--- src/verilog/scfc_pkg.sv ---
package scfc_pkg;

  // Clock rate of the block and the derived timing counts.
  localparam int CLK_PERIOD_NS = 10;
  localparam int CLK_HZ = 100_000_000;
  localparam int RESTART_TIMEOUT_US = 40;
  localparam logic [11:0] RESTART_CYCLES =
    12'(RESTART_TIMEOUT_US * 1000 / CLK_PERIOD_NS);
  localparam int OSC_HZ = 10_000_000;
  localparam logic [3:0] OSC_DIV = 4'(CLK_HZ / OSC_HZ);
  localparam logic [8:0] INIT_CYCLES = 9'h12b;

  // Register byte offsets on the bus.
  localparam logic [7:0] REG_CTRL = 8'h00;
  localparam logic [7:0] REG_LENGTH = 8'h04;
  localparam logic [7:0] REG_STATUS = 8'h08;
  localparam logic [7:0] REG_BITCNT = 8'h0c;
  localparam logic [7:0] REG_LASTBYTE = 8'h10;

  // Field positions.
  localparam int CTRL_AUTO_BIT = 0;
  localparam int CTRL_USRCLK_BIT = 1;
  localparam int STAT_ERR_BIT = 0;
  localparam int STAT_USER_BIT = 1;
  localparam int STAT_STATE_LSB = 4;

  // Reset values.
  localparam logic [1:0] CTRL_RST = 2'h1;
  localparam logic [23:0] LENGTH_RST = 24'h000100;

  // Loader states, Gray coded along the normal path.
  typedef enum logic [2:0] {
    SCFC_RESET = 3'h0,
    SCFC_WAIT = 3'h1,
    SCFC_LOAD = 3'h3,
    SCFC_DONEW = 3'h2,
    SCFC_INIT = 3'h6,
    SCFC_USER = 3'h7,
    SCFC_ERROR = 3'h5
  } scfc_state_t;

  // Synchronised pin levels travel together.
  typedef struct packed {
    logic reconfig_request_n;
    logic wired_status_n;
    logic load_complete;
    logic serial_bit_clock;
    logic serial_bit_in;
    logic chain_enable_in_n;
    logic user_startup_clock;
  } scfc_pins_t;

  localparam int PINS_W = $bits(scfc_pins_t);

endpackage

--- src/verilog/scfc_sync.sv ---
`timescale 1ns/10ps
`default_nettype none
module scfc_sync #(
  parameter int WIDTH = 1
) (
  input wire logic clk,
  input wire logic resetn,
  input wire logic [WIDTH-1:0] d,
  output logic [WIDTH-1:0] q
);

  // Two flip-flops per bit; the first stage feeds only the second.
  genvar i;
  generate
    for (i = 0; i < WIDTH; i++) begin : g_bit
      logic meta_ff;
      logic sync_ff;
      always_ff @(posedge clk or negedge resetn) begin
        if (!resetn) begin
          meta_ff <= 1'b0;
          sync_ff <= 1'b0;
        end else begin
          meta_ff <= d[i];
          sync_ff <= meta_ff;
        end
      end
      assign q[i] = sync_ff;
    end
  endgenerate

endmodule
`default_nettype wire

--- src/verilog/scfc_tick_div.sv ---
`timescale 1ns/10ps
`default_nettype none
module scfc_tick_div (
  input wire logic clk,
  input wire logic resetn,
  output logic tick
);
  import scfc_pkg::*;

  logic [3:0] cnt_ff;
  logic tick_ff;
  logic wrap;

  // One-cycle enable at the internal oscillator rate.
  assign wrap = (cnt_ff == OSC_DIV - 4'h1);

  always_ff @(posedge clk or negedge resetn) begin
    if (!resetn) begin
      cnt_ff <= 4'h0;
      tick_ff <= 1'b0;
    end else begin
      cnt_ff <= wrap ? 4'h0 : cnt_ff + 4'h1;
      tick_ff <= wrap;
    end
  end

  assign tick = tick_ff;

endmodule
`default_nettype wire

--- src/verilog/scfc_top.sv ---
`timescale 1ns/10ps
`default_nettype none
module scfc_top (
  input wire logic CLK,
  input wire logic RESETN,
  input wire logic WB_CYC_I,
  input wire logic WB_STB_I,
  input wire logic WB_WE_I,
  input wire logic [7:0] WB_ADR_I,
  input wire logic [3:0] WB_SEL_I,
  input wire logic [31:0] WB_DAT_I,
  output logic [31:0] WB_DAT_O,
  output logic WB_ACK_O,
  input wire logic RECONFIG_REQUEST_N,
  input wire logic WIRED_STATUS_N_I,
  output logic WIRED_STATUS_N_O,
  output logic WIRED_STATUS_N_OE,
  input wire logic LOAD_COMPLETE_I,
  output logic LOAD_COMPLETE_O,
  output logic LOAD_COMPLETE_OE,
  input wire logic SERIAL_BIT_CLOCK,
  input wire logic SERIAL_BIT_IN,
  input wire logic CHAIN_ENABLE_IN_N,
  output logic CHAIN_ENABLE_OUT_N,
  input wire logic USER_STARTUP_CLOCK,
  output logic USER_IO_ENABLE
);
  import scfc_pkg::*;

  scfc_pins_t pins_raw;
  scfc_pins_t pins;
  scfc_pins_t pins_d_ff;
  logic osc_tick;

  scfc_state_t state_ff;
  scfc_state_t nxt_state;
  logic [1:0] ctrl_ff;
  logic [23:0] length_ff;
  logic [23:0] bitcnt_ff;
  logic [7:0] shift_ff;
  logic [7:0] lastbyte_ff;
  logic [7:0] xsum_ff;
  logic [2:0] bitpos_ff;
  logic [11:0] tmo_ff;
  logic [8:0] init_ff;
  logic err_ff;
  logic ceo_n_ff;
  logic status_oe_ff;
  logic done_oe_ff;
  logic io_en_ff;
  logic ack_ff;
  logic [31:0] rdata_ff;

  // Pin levels from outside the clock domain pass two flip-flops.
  assign pins_raw = '{reconfig_request_n: RECONFIG_REQUEST_N,
                      wired_status_n: WIRED_STATUS_N_I,
                      load_complete: LOAD_COMPLETE_I,
                      serial_bit_clock: SERIAL_BIT_CLOCK,
                      serial_bit_in: SERIAL_BIT_IN,
                      chain_enable_in_n: CHAIN_ENABLE_IN_N,
                      user_startup_clock: USER_STARTUP_CLOCK};

  scfc_sync #(
    .WIDTH(PINS_W)
  ) u_sync (
    .clk(CLK),
    .resetn(RESETN),
    .d(pins_raw),
    .q(pins)
  );

  scfc_tick_div u_osc (
    .clk(CLK),
    .resetn(RESETN),
    .tick(osc_tick)
  );

  // Previous synchronised levels, for edge detection.
  always_ff @(posedge CLK or negedge RESETN) begin
    if (!RESETN) begin
      pins_d_ff <= '0;
    end else begin
      pins_d_ff <= pins;
    end
  end

  // Edge and condition decode.
  logic req_fall;
  logic status_fall;
  logic serial_bit_clock_rise;
  logic usr_rise;
  logic init_tick;
  logic load_active;
  logic last_bit;
  logic [7:0] byte_next;
  logic byte_full;
  logic sum_ok;
  logic tmo_done;
  logic init_done;
  logic auto_restart;

  assign req_fall = pins_d_ff.reconfig_request_n & ~pins.reconfig_request_n;
  assign status_fall = pins_d_ff.wired_status_n & ~pins.wired_status_n;
  assign serial_bit_clock_rise = ~pins_d_ff.serial_bit_clock & pins.serial_bit_clock;
  assign usr_rise = ~pins_d_ff.user_startup_clock & pins.user_startup_clock;
  assign init_tick = ctrl_ff[CTRL_USRCLK_BIT] ? usr_rise : osc_tick;
  assign load_active = (state_ff == SCFC_LOAD) & ~pins.chain_enable_in_n &
                       serial_bit_clock_rise;
  assign last_bit = (bitcnt_ff + 24'h1 == length_ff);
  assign byte_next = {shift_ff[6:0], pins_d_ff.serial_bit_in};
  assign byte_full = (bitpos_ff == 3'h7);
  assign sum_ok = ((xsum_ff ^ byte_next) == 8'h00);
  assign tmo_done = (tmo_ff == RESTART_CYCLES - 12'h1);
  assign init_done = (init_ff == INIT_CYCLES - 9'h1);
  assign auto_restart = ctrl_ff[CTRL_AUTO_BIT];

  // Next state of the loader.
  always_comb begin
    nxt_state = state_ff;
    case (state_ff)
      SCFC_RESET: begin
        if (pins.reconfig_request_n) begin
          nxt_state = SCFC_WAIT;
        end
      end
      SCFC_WAIT: begin
        if (pins.wired_status_n) begin
          nxt_state = SCFC_LOAD;
        end
      end
      SCFC_LOAD: begin
        if (load_active && last_bit) begin
          nxt_state = (byte_full && sum_ok) ? SCFC_DONEW : SCFC_ERROR;
        end
      end
      SCFC_DONEW: begin
        if (pins.load_complete) begin
          nxt_state = SCFC_INIT;
        end
      end
      SCFC_INIT: begin
        if (init_tick && init_done) begin
          nxt_state = SCFC_USER;
        end
      end
      SCFC_USER: begin
        nxt_state = SCFC_USER;
      end
      SCFC_ERROR: begin
        if (tmo_done && auto_restart) begin
          nxt_state = SCFC_WAIT;
        end
      end
      default: begin
        nxt_state = SCFC_RESET;
      end
    endcase
    // A request fall overrides everything; a foreign status fall
    // restarts this device's loading as well.
    if (req_fall || !pins.reconfig_request_n) begin
      nxt_state = SCFC_RESET;
    end else if (status_fall && !status_oe_ff &&
                 state_ff != SCFC_ERROR && state_ff != SCFC_RESET) begin
      nxt_state = SCFC_WAIT;
    end
  end

  // State register and the pin drivers that follow it.
  always_ff @(posedge CLK or negedge RESETN) begin
    if (!RESETN) begin
      state_ff <= SCFC_RESET;
      status_oe_ff <= 1'b1;
      done_oe_ff <= 1'b1;
      io_en_ff <= 1'b0;
    end else begin
      state_ff <= nxt_state;
      status_oe_ff <= (nxt_state == SCFC_RESET) ||
                      (nxt_state == SCFC_ERROR);
      done_oe_ff <= (nxt_state != SCFC_DONEW) &&
                    (nxt_state != SCFC_INIT) &&
                    (nxt_state != SCFC_USER);
      io_en_ff <= (nxt_state == SCFC_USER);
    end
  end

  // Chain enable out goes low once this device holds its image.
  always_ff @(posedge CLK or negedge RESETN) begin
    if (!RESETN) begin
      ceo_n_ff <= 1'b1;
    end else if (nxt_state == SCFC_DONEW || nxt_state == SCFC_INIT ||
                 nxt_state == SCFC_USER) begin
      ceo_n_ff <= 1'b0;
    end else begin
      ceo_n_ff <= 1'b1;
    end
  end

  // Serial capture: bit count, byte assembly and running check sum.
  // The waiting and error states clear the loader; other states outside loading hold it.
  always_ff @(posedge CLK or negedge RESETN) begin
    if (!RESETN) begin
      bitcnt_ff <= 24'h0;
      bitpos_ff <= 3'h0;
      shift_ff <= 8'h00;
      xsum_ff <= 8'h00;
      lastbyte_ff <= 8'h00;
    end else if (state_ff != SCFC_LOAD) begin
      if (state_ff == SCFC_WAIT || state_ff == SCFC_ERROR) begin
        bitcnt_ff <= 24'h0;
        bitpos_ff <= 3'h0;
        shift_ff <= 8'h00;
        xsum_ff <= 8'h00;
      end
    end else if (load_active) begin
      bitcnt_ff <= bitcnt_ff + 24'h1;
      bitpos_ff <= bitpos_ff + 3'h1;
      shift_ff <= byte_next;
      if (byte_full) begin
        xsum_ff <= xsum_ff ^ byte_next;
        lastbyte_ff <= byte_next;
      end
    end
  end

  // Restart time-out and initialization counters.
  always_ff @(posedge CLK or negedge RESETN) begin
    if (!RESETN) begin
      tmo_ff <= 12'h0;
      init_ff <= 9'h0;
    end else begin
      if (state_ff == SCFC_ERROR && !tmo_done) begin
        tmo_ff <= tmo_ff + 12'h1;
      end else if (state_ff != SCFC_ERROR) begin
        tmo_ff <= 12'h0;
      end
      if (state_ff != SCFC_INIT) begin
        init_ff <= 9'h0;
      end else if (init_tick) begin
        init_ff <= init_ff + 9'h1;
      end
    end
  end

  // Bus decode for the classic single-cycle slave.
  logic bus_req;
  logic wr_hit;
  logic wr_ctrl;
  logic wr_length;
  logic wr_status;
  logic err_set;
  logic [31:0] rd_mux;

  assign bus_req = WB_CYC_I & WB_STB_I;
  assign wr_hit = bus_req & WB_WE_I & ack_ff;
  assign wr_ctrl = wr_hit & (WB_ADR_I == REG_CTRL) & WB_SEL_I[0];
  assign wr_length = wr_hit & (WB_ADR_I == REG_LENGTH);
  assign wr_status = wr_hit & (WB_ADR_I == REG_STATUS) & WB_SEL_I[0];
  assign err_set = (nxt_state == SCFC_ERROR) && (state_ff != SCFC_ERROR);
  assign rd_mux =
    (WB_ADR_I == REG_CTRL) ? {30'h0, ctrl_ff} :
    (WB_ADR_I == REG_LENGTH) ? {8'h00, length_ff} :
    (WB_ADR_I == REG_STATUS) ? {25'h0, state_ff, 2'h0, io_en_ff, err_ff} :
    (WB_ADR_I == REG_BITCNT) ? {8'h00, bitcnt_ff} :
    (WB_ADR_I == REG_LASTBYTE) ? {24'h0, lastbyte_ff} : 32'h0;

  // Acknowledge one cycle after the request; read data latch with it.
  always_ff @(posedge CLK or negedge RESETN) begin
    if (!RESETN) begin
      ack_ff <= 1'b0;
      rdata_ff <= 32'h0;
    end else begin
      ack_ff <= bus_req & ~ack_ff;
      rdata_ff <= (bus_req & ~ack_ff & ~WB_WE_I) ? rd_mux : 32'h0;
    end
  end

  // Control registers; a new error wins over a write-one clear.
  always_ff @(posedge CLK or negedge RESETN) begin
    if (!RESETN) begin
      ctrl_ff <= CTRL_RST;
      length_ff <= LENGTH_RST;
      err_ff <= 1'b0;
    end else begin
      if (wr_ctrl) begin
        ctrl_ff <= WB_DAT_I[1:0];
      end
      if (wr_length) begin
        if (WB_SEL_I[0]) length_ff[7:0] <= WB_DAT_I[7:0];
        if (WB_SEL_I[1]) length_ff[15:8] <= WB_DAT_I[15:8];
        if (WB_SEL_I[2]) length_ff[23:16] <= WB_DAT_I[23:16];
      end
      if (err_set) begin
        err_ff <= 1'b1;
      end else if (wr_status && WB_DAT_I[STAT_ERR_BIT]) begin
        err_ff <= 1'b0;
      end
    end
  end

  // Outputs straight from flip-flops; open-drain lines only pull low.
  assign WB_ACK_O = ack_ff;
  assign WB_DAT_O = rdata_ff;
  assign WIRED_STATUS_N_O = 1'b0;
  assign WIRED_STATUS_N_OE = status_oe_ff;
  assign LOAD_COMPLETE_O = 1'b0;
  assign LOAD_COMPLETE_OE = done_oe_ff;
  assign CHAIN_ENABLE_OUT_N = ceo_n_ff;
  assign USER_IO_ENABLE = io_en_ff;

endmodule
`default_nettype wire

--- config.mk ---
export PLATFORM = sky130hd
export DESIGN_NAME = scfc_top
export DESIGN_NICKNAME = d
export VERILOG_FILES = /design/src/verilog/scfc_pkg.sv /design/src/verilog/scfc_sync.sv /design/src/verilog/scfc_tick_div.sv /design/src/verilog/scfc_top.sv
export SDC_FILE = /design/constraint.sdc
export NUM_CORES = 1
export LEC_CHECK = 0
export BUFFER_PORTS_ARGS = -buffer_cell sky130_fd_sc_hd__buf_2
export CORE_ASPECT_RATIO = 0.7
export CORE_MARGIN = 10
export CORE_UTILIZATION = 50
export CTS_BUF_LIST = sky130_fd_sc_hd__clkbuf_4 sky130_fd_sc_hd__clkbuf_8
export DETAILED_ROUTE_END_ITERATION = 6
export GPL_TIMING_DRIVEN = 0
export HOLD_SLACK_MARGIN = 0.06
export PLACE_DENSITY = 0.73
export SLEW_MARGIN = 20
export SYNTH_ARGS = -nofsm -noshare
export SYNTH_HDL_FRONTEND = slang
export SYNTH_SLANG_ARGS = --single-unit
--- constraint.sdc ---
create_clock -name CLK -period 2.6 [get_ports CLK]
set_clock_uncertainty 0.05 [all_clocks]
set_input_delay 0 -clock CLK [delete_from_list [all_inputs] [get_ports CLK]]
set_output_delay 0 -clock CLK [all_outputs]
set_load 0.01 [all_outputs]
==> results of run 1 <==
## final cells by class
cell class                 instances  area (µm²)
fill                            1180        5190
sequential                       152        3820
multi-input combinational        525        3730
timing repair buffer             147        1070
buffer                            45         303
clock buffer                      18         248
tap                              195         244
clock inverter                    14         189
inverter                          16        60.1
## what timing repair did
item / CTS / global route
cloned: 0 / 0
hold endpoints to repair: 187 / 0
endpoints found under the setup margin: 12 / 22
pin swaps: 8 / 22
setup buffers: 9 / 19
hold buffers: 43 / 0
gates resized for setup: 21 / 33
## kinds of logic (layout without fill, tap and decap cells)
group,count (synthesis),after routing
compound gates,131,131
fa+ha+maj,6,6
flops,152,152
buf+inv,64,240
xor+xnor,50,50
other cells,1,10
simple gates,265,265
mux,63,63
## cells in the mapped netlist (11+ instances only)
| library cell | n |
|---|---|
| dfrtp_1 | 148 |
| nand2_1 | 81 |
| nor2_1 | 79 |
| o21ai_0 | 58 |
| mux2_2 | 43 |
| xnor2_1 | 29 |
| clkbuf_1 | 24 |
| mux2i_1 | 20 |
| xor2_1 | 20 |
| inv_1 | 16 |
| a21oi_1 | 15 |
| nand4_1 | 15 |
| buf_4 | 12 |
| nand3_1 | 11 |
| nor3_1 | 11 |
| o31ai_1 | 11 |
## power groups by stage
stage                     combinational [mW]  clock (mW)  sequential (mW)
after CTS                              0.309        2.01             2.41
after global routing                   0.348        2.12             2.41
after global placement                 0.246           0             2.46
final                                  0.316        1.98             2.41
after floorplan                        0.121           0             2.45
after detailed placement               0.254           0             2.46
## per-stage QoR
step           hold slack (ns)  utilization (%)  instance area [µm²]  instances
4_1_cts                 0.0607             63.3                 9400       1095
6_report                0.0870             65.1                 9670       1112
5_1_grt                 0.0948             65.1                 9670       1112
3_5_place_dp            -0.117             56.3                 8370       1012
3_3_place_gp            0.0582             56.0                 8330       1011
2_1_floorplan           -0.346                -                 7710        741
## routing by layer
layer,track usage [%],routed length [µm]
met1,26.7,9340
met5,0,0
met4,7.43,335
met3,4.72,1260
met2,25.5,8100
## sequential cells by signal, summed over array words and instances (netlist names), 4 cells and up
signal	flops
WB_DAT_O	24
bitcnt_ff	24
length_ff	24
tmo_ff	12
init_ff	9
lastbyte_ff	8
xsum_ff	8
shift_ff	7
u_sync.g_bit.meta_ff	7
u_sync.g_bit.sync_ff	7
u_osc.cnt_ff	4
## how the worst max path moves through the flow
stage	startpoint	to	slack, ns	cells after the start
5_1_grt	bitcnt_ff[5]	CHAIN_ENABLE_OUT_N	-0.15	11
6_report	bitcnt_ff[8]	CHAIN_ENABLE_OUT_N	-0.05	10
3_3_place_gp	bitcnt_ff[0]	WIRED_STATUS_N_OE	-0.97	9
3_5_place_dp	bitcnt_ff[0]	WIRED_STATUS_N_OE	-0.89	9
4_1_cts	bitcnt_ff[0]	WIRED_STATUS_N_OE	-0.04	9
2_1_floorplan	bitcnt_ff[0]	CHAIN_ENABLE_OUT_N	0.04	8
## worst register-to-register path, delay by kind of cell, from the launching register on
| family | cells | cell delay [ns] |
|---|---|---|
| flip-flops | 1 | 0.38 |
| buffers and inverters | 2 | 0.31 |
| AO/OA/AOI/OAI | 1 | 0.27 |
| AND/OR/NAND/NOR | 7 | 1.58 |
==> run_results.csv, run 1 <==
group,metric,value,unit
status,status,"finished with violations",
status,violations,"negative setup slack",
job,drv_cap,0,
clock_network,clkSlewWorstSetupHoldPaths,0.09,ns
sta,slew_viol_final,0,
floorplanning,dieHeight,124,µm
power,p_clk_share,42.1,%
sta,period_minus_slack,2.65,ns
layout,syn_to_final_growth,25.9,%
hold_path,hold_path.class,"in -> reg",
hold_path,holdPathStages,5,
routing,drt_iter0_drc,538,
power,p_switching,1.18,mW
floorplanning,rows,37,
setup_path,cp_top_family,"simple AND/OR/NAND/NOR gates",
floorplanning,start_util,51.7,%
yosys,synth_edf_count,0,
yosys,ys_async_sr_fraction,100,%
sta,setup_viol,2,
sta,hold_violations,0,
setup_path,r2r-start,"bitcnt_ff[8]",
yosys,synth_warnings,0,
clock_network,cts_buffers,17,
yosys,syn_area_per_cell,10.5,µm²
yosys,synth_top_area_cell,"dfrtp_1",
placement,io_buffers,75,
routing,first_pass_iters,5,
layout,final_cell_mix,"dfrtp_1, nand2_1, nor2_1",
setup_path,start_kind,"register",
grt,grt_usage,18.4,%
grt,grt_max_degree,102,
routing,vias,6102,
hold_path,hold_start,"WB_ADR_I[3]",
yosys,yosysTopAreaCellShare,48.2,%
routing,wl_per_cell,17.1,µm
floorplanning,die-area,0.0208,mm²
setup_path,ff2ff_path_depth,10,
setup_path,worstSetupPathType,"reg -> reg",
yosys,synth_top_family_by_area,"simple AND/OR/NAND/NOR gates",
routing,drtAntennaViolNets,0,
yosys,synth_seq_cells,152,
setup_path,path_cells,"buf_8 -> nand4_4 -> nor4_4 -> and4bb_1 -> o221a_1 -> nand4_1 -> nor4_4 -> buf_4 -> nor4_2 -> or3_1",
floorplanning,chipWidth,168,µm
power,ir_worst_vdd,0.326,mV
sta,rsz0062_at_grt,"yes",
clock_network,cts-root-buf,"clkbuf_8",
yosys,netlist_area,0.00768,mm²
setup_path,critical_path_arrival,2.99,ns
sta,setup-tns-final,-0.0699,ns
setup_path,path_common_cell,"nor4_4",
grt,antenna_found_initial,0,
sta,slew_headroom,46.0,%
yosys,synth-xor-area-share,5.88,%
grt,grt_pass1_vias,5928,
clock_network,insertion_delay,0.47,ns
yosys,synth_mux_area_share,8.92,%
hold_path,hold_path_end,"WB_DAT_O[3]",
yosys,ys_types,75,
clock_network,clockBufferDepth,2,
grt,overflow,0,
yosys,synth_seq_area_share,49.6,%
power,p_leak,4.49,nW
sta,max_slew.worst_pin.slew,0.811,ns
sta,fin_crit_sh,102,%
setup_path,slowest_delay,0.42,ns
power,power_frac_seq,51.2,%
yosys,yosys-top-cells-area,"dfrtp_1, mux2_2, nand2_1",
setup_path,end_kind,"register",
sta,fmax,0.377,GHz
yosys,postSynthCellCount,732,
floorplanning,io-pin-count,95,
grt,grt_pass1_wl,30900,µm
layout,drive_gt1_share,29.0,%
placement,place_congestion,0.875,
sta,final.setup.worst_slack,-0.0491,ns
routing,drc,0,
placement,dp.final_hpwl,12800,µm
power,p_sw_share,25.0,%
power,power,4.71,mW
routing,viasPerCell,5.49,
clock_network,htree_levels,4,
setup_path,slowest_stage,"nor4_4",
yosys,synth_ff_type,"dfrtp_1",
setup_path,worst_r2r_endpoint,"CHAIN_ENABLE_OUT_N",
placement,pre_cts_ws,-0.895,ns
power,p_per_area,487,mW/mm²
layout,nNetsFinal,966,
setup_path,path_max_fanout,5,
setup_path,critPathBufInv,2,
setup_path,critPathRequiredTime,2.94,ns
layout,layout_commonest_cell,"dfrtp_1",
floorplanning,coreArea,0.0149,mm²
yosys,synth_compound_area_share,11.1,%
power,p_comb_share,6.7,%
clock_network,cts_tree,"built",
yosys,synth-adder-area-share,0.978,%
power,internal-power,3.53,mW
yosys,synthSimpleGateAreaFrac,18.8,%
layout,num_antenna_cells,0,
setup_path,r2r_slack,-0.05,ns
routing,postRouteWirelength,19000,µm
clock_network,clock_sinks,152,
(Power assumes the default switching activity.)
==> run 2: changes to the inputs <==
==> constraint.sdc (replaced) <==
create_clock -name CLK -period 2.6 [get_ports CLK]
set_clock_uncertainty 0.05 [all_clocks]
set_input_delay 0.26 -clock CLK [delete_from_list [all_inputs] [get_ports CLK]]
set_output_delay 0.26 -clock CLK [all_outputs]
set_load 0.01 [all_outputs]
==> run 2 against run 1 <==
The flow still finishes with violations (negative setup slack). Flip-flop and latch count is the same. Non-clock buffer count shrank 6. Final area shrank 0.75%. Largest cell class unchanged. Largest power group unchanged.
==> run_results.csv, run 2 (synthesis gave the netlist of run 1 again) <==
group,metric,value,unit
status,status,"finished with violations",
status,violations,"negative setup slack",
placement,dp_cells,1012,
routing,drt_iter0_drc,525,
placement,place_area,0.00837,mm²
setup_path,slowest_delay,0.42,ns
setup_path,start_kind,"register",
routing,drtAntennaViolNets,0,
power,p_clk_share,42.0,%
sta,final.setup.worst_slack,-0.0496,ns
routing,vias,6108,
grt,grt_max_degree,102,
floorplanning,coreArea,0.0149,mm²
floorplanning,rows,37,
floorplanning,start_util,51.7,%
floorplanning,die-area,0.0208,mm²
setup_path,slowest_stage,"nor4_4",
floorplanning,dieHeight,124,µm
hold_path,hold_path.class,"in -> reg",
placement,place_congestion,0.875,
power,p_switching,1.17,mW
power,p_sw_share,24.9,%
placement,dp.final_hpwl,12800,µm
grt,grt_pass1_wl,30600,µm
layout,final_cell_mix,"dfrtp_1, nand2_1, nor2_1",
routing,wl_per_cell,17.1,µm
floorplanning,io-pin-count,95,
power,power_frac_seq,51.4,%
power,ir_worst_vdd,0.327,mV
job,drv_cap,0,
grt,grt_usage,18.2,%
layout,seq_area,0.00382,mm²
layout,nNetsFinal,960,
layout,num_antenna_cells,0,
layout,multi_input_area,0.00374,mm²
setup_path,end_kind,"register",
floorplanning,chipWidth,168,µm
sta,fin_crit_sh,102,%
routing,viasPerCell,5.52,
layout,fin_area,0.00960,mm²
sta,hold_violations,0,
sta,period_minus_slack,2.65,ns
sta,max_slew.worst_pin.slew,0.793,ns
clock_network,cts_tree,"built",
hold_path,hold_start,"WB_ADR_I[2]",
grt,antenna_found_initial,0,
sta,setup-tns-final,-0.0921,ns
clock_network,clkSlewWorstSetupHoldPaths,0.09,ns
clock_network,insertion_delay,0.47,ns
clock_network,cts_buffers,17,
sta,fmax,0.377,GHz
power,internal-power,3.52,mW
setup_path,r2r-start,"bitcnt_ff[5]",
clock_network,htree_levels,4,
routing,drc,0,
clock_network,cts-root-buf,"clkbuf_8",
clock_network,clockBufferDepth,2,
setup_path,path_cells,"buf_4 -> nand4_4 -> nor4_4 -> buf_4 -> nand2_4 -> nor4_4 -> a21oi_2 -> nor4_4 -> buf_4 -> nor4_4 -> or3_1",
layout,syn_to_final_growth,25.0,%
layout,drive_gt1_share,29.1,%
setup_path,path_common_cell,"nor4_4",
clock_network,clock_sinks,152,
setup_path,path_max_fanout,4,
routing,postRouteWirelength,18900,µm
layout,nFillCells,1186,
power,p_comb_share,6.6,%
power,p_leak,4.44,nW
setup_path,worstSetupPathType,"reg -> reg",
power,p_per_area,489,mW/mm²
sta,slew_viol_final,0,
sta,slew_headroom,47.1,%
layout,layout_commonest_cell,"dfrtp_1",
setup_path,critPathRequiredTime,2.94,ns
layout,final_cell_count_no_fill,1106,
sta,setup_viol,2,
setup_path,critical_path.startpoint,"bitcnt_ff[5]",
setup_path,critical_path_arrival,2.99,ns
grt,overflow,0,
sta,rsz0062_at_grt,"yes",
routing,first_pass_iters,5,
placement,io_buffers,75,
grt,grt_pass1_vias,5893,
-- run 2: routing by layer --
| metal | GRT usage [%] | wire length, µm | vias to the layer above |
|---|---|---|---|
| met5 | 0 | 0 | - |
| met4 | 7.43 | 334 | 0 |
| met3 | 4.69 | 1390 | 28 |
| met2 | 25.1 | 8000 | 239 |
| met1 | 26.5 | 9130 | 2934 |
| li1 | - | - | 2907 |
-- run 2: what timing repair did --
action / in CTS / in global routing
hold buffers: 36 / 0
cloned: 0 / 0
resized for setup: 21 / 31
pin swaps: 8 / 23
buffers inserted: 9 / 20
setup endpoints to repair: 12 / 11
endpoints found under the hold margin: 88 / 0
-- run 2: stage by stage --
step           worst slack, ns  hold slack [ns]  power [mW]  util, %
6_report               -0.0496           0.0945        4.69     64.6
5_1_grt                 -0.143            0.101        4.88     64.6
4_1_cts                -0.0435            0.102        4.73     62.7
3_5_place_dp            -0.895            0.143        2.71     56.3
3_3_place_gp            -0.973            0.285        2.70     56.0
2_1_floorplan           0.0364          -0.0856        2.58        -
-- run 2: final cells by class --
class	count	area share, %
Clock buffer	18	2.58
Sequential cell	152	39.8
Clock inverter	14	1.97
Buffer	45	3.14
Timing Repair Buffer	141	10.4
Inverter	16	0.626
Multi-Input combinational cell	525	39.0
Tap cell	195	2.54
-- run 2: critical path, delay by kind of cell, from the launching register on --
kind	cells	cell delay, ns
AO/OA/AOI/OAI	1	0.07
buffers and inverters	3	0.57
flip-flops	1	0.37
AND/OR/NAND/NOR	7	1.51
-- run 2: power groups by stage --
stage	Clock, mW	Sequential (mW)	Combinational (mW)
2_1_floorplan	0	2.45	0.121
3_3_place_gp	0	2.46	0.246
3_5_place_dp	0	2.46	0.254
4_1_cts	2.01	2.41	0.300
5_1_grt	2.12	2.41	0.341
6_report	1.97	2.41	0.308
-- run 2: final timing paths --
path,cells after the start,to,slack [ns]
hold reg to reg,0,byte_next[0],0.30
min in group asynchronous,2,length_ff[20],0.23
setup / recovery,11,CHAIN_ENABLE_OUT_N,-0.05
hold / removal,4,WB_DAT_O[1],0.09
max in group asynchronous,3,bitcnt_ff[11],1.43
setup reg to reg,11,CHAIN_ENABLE_OUT_N,-0.05
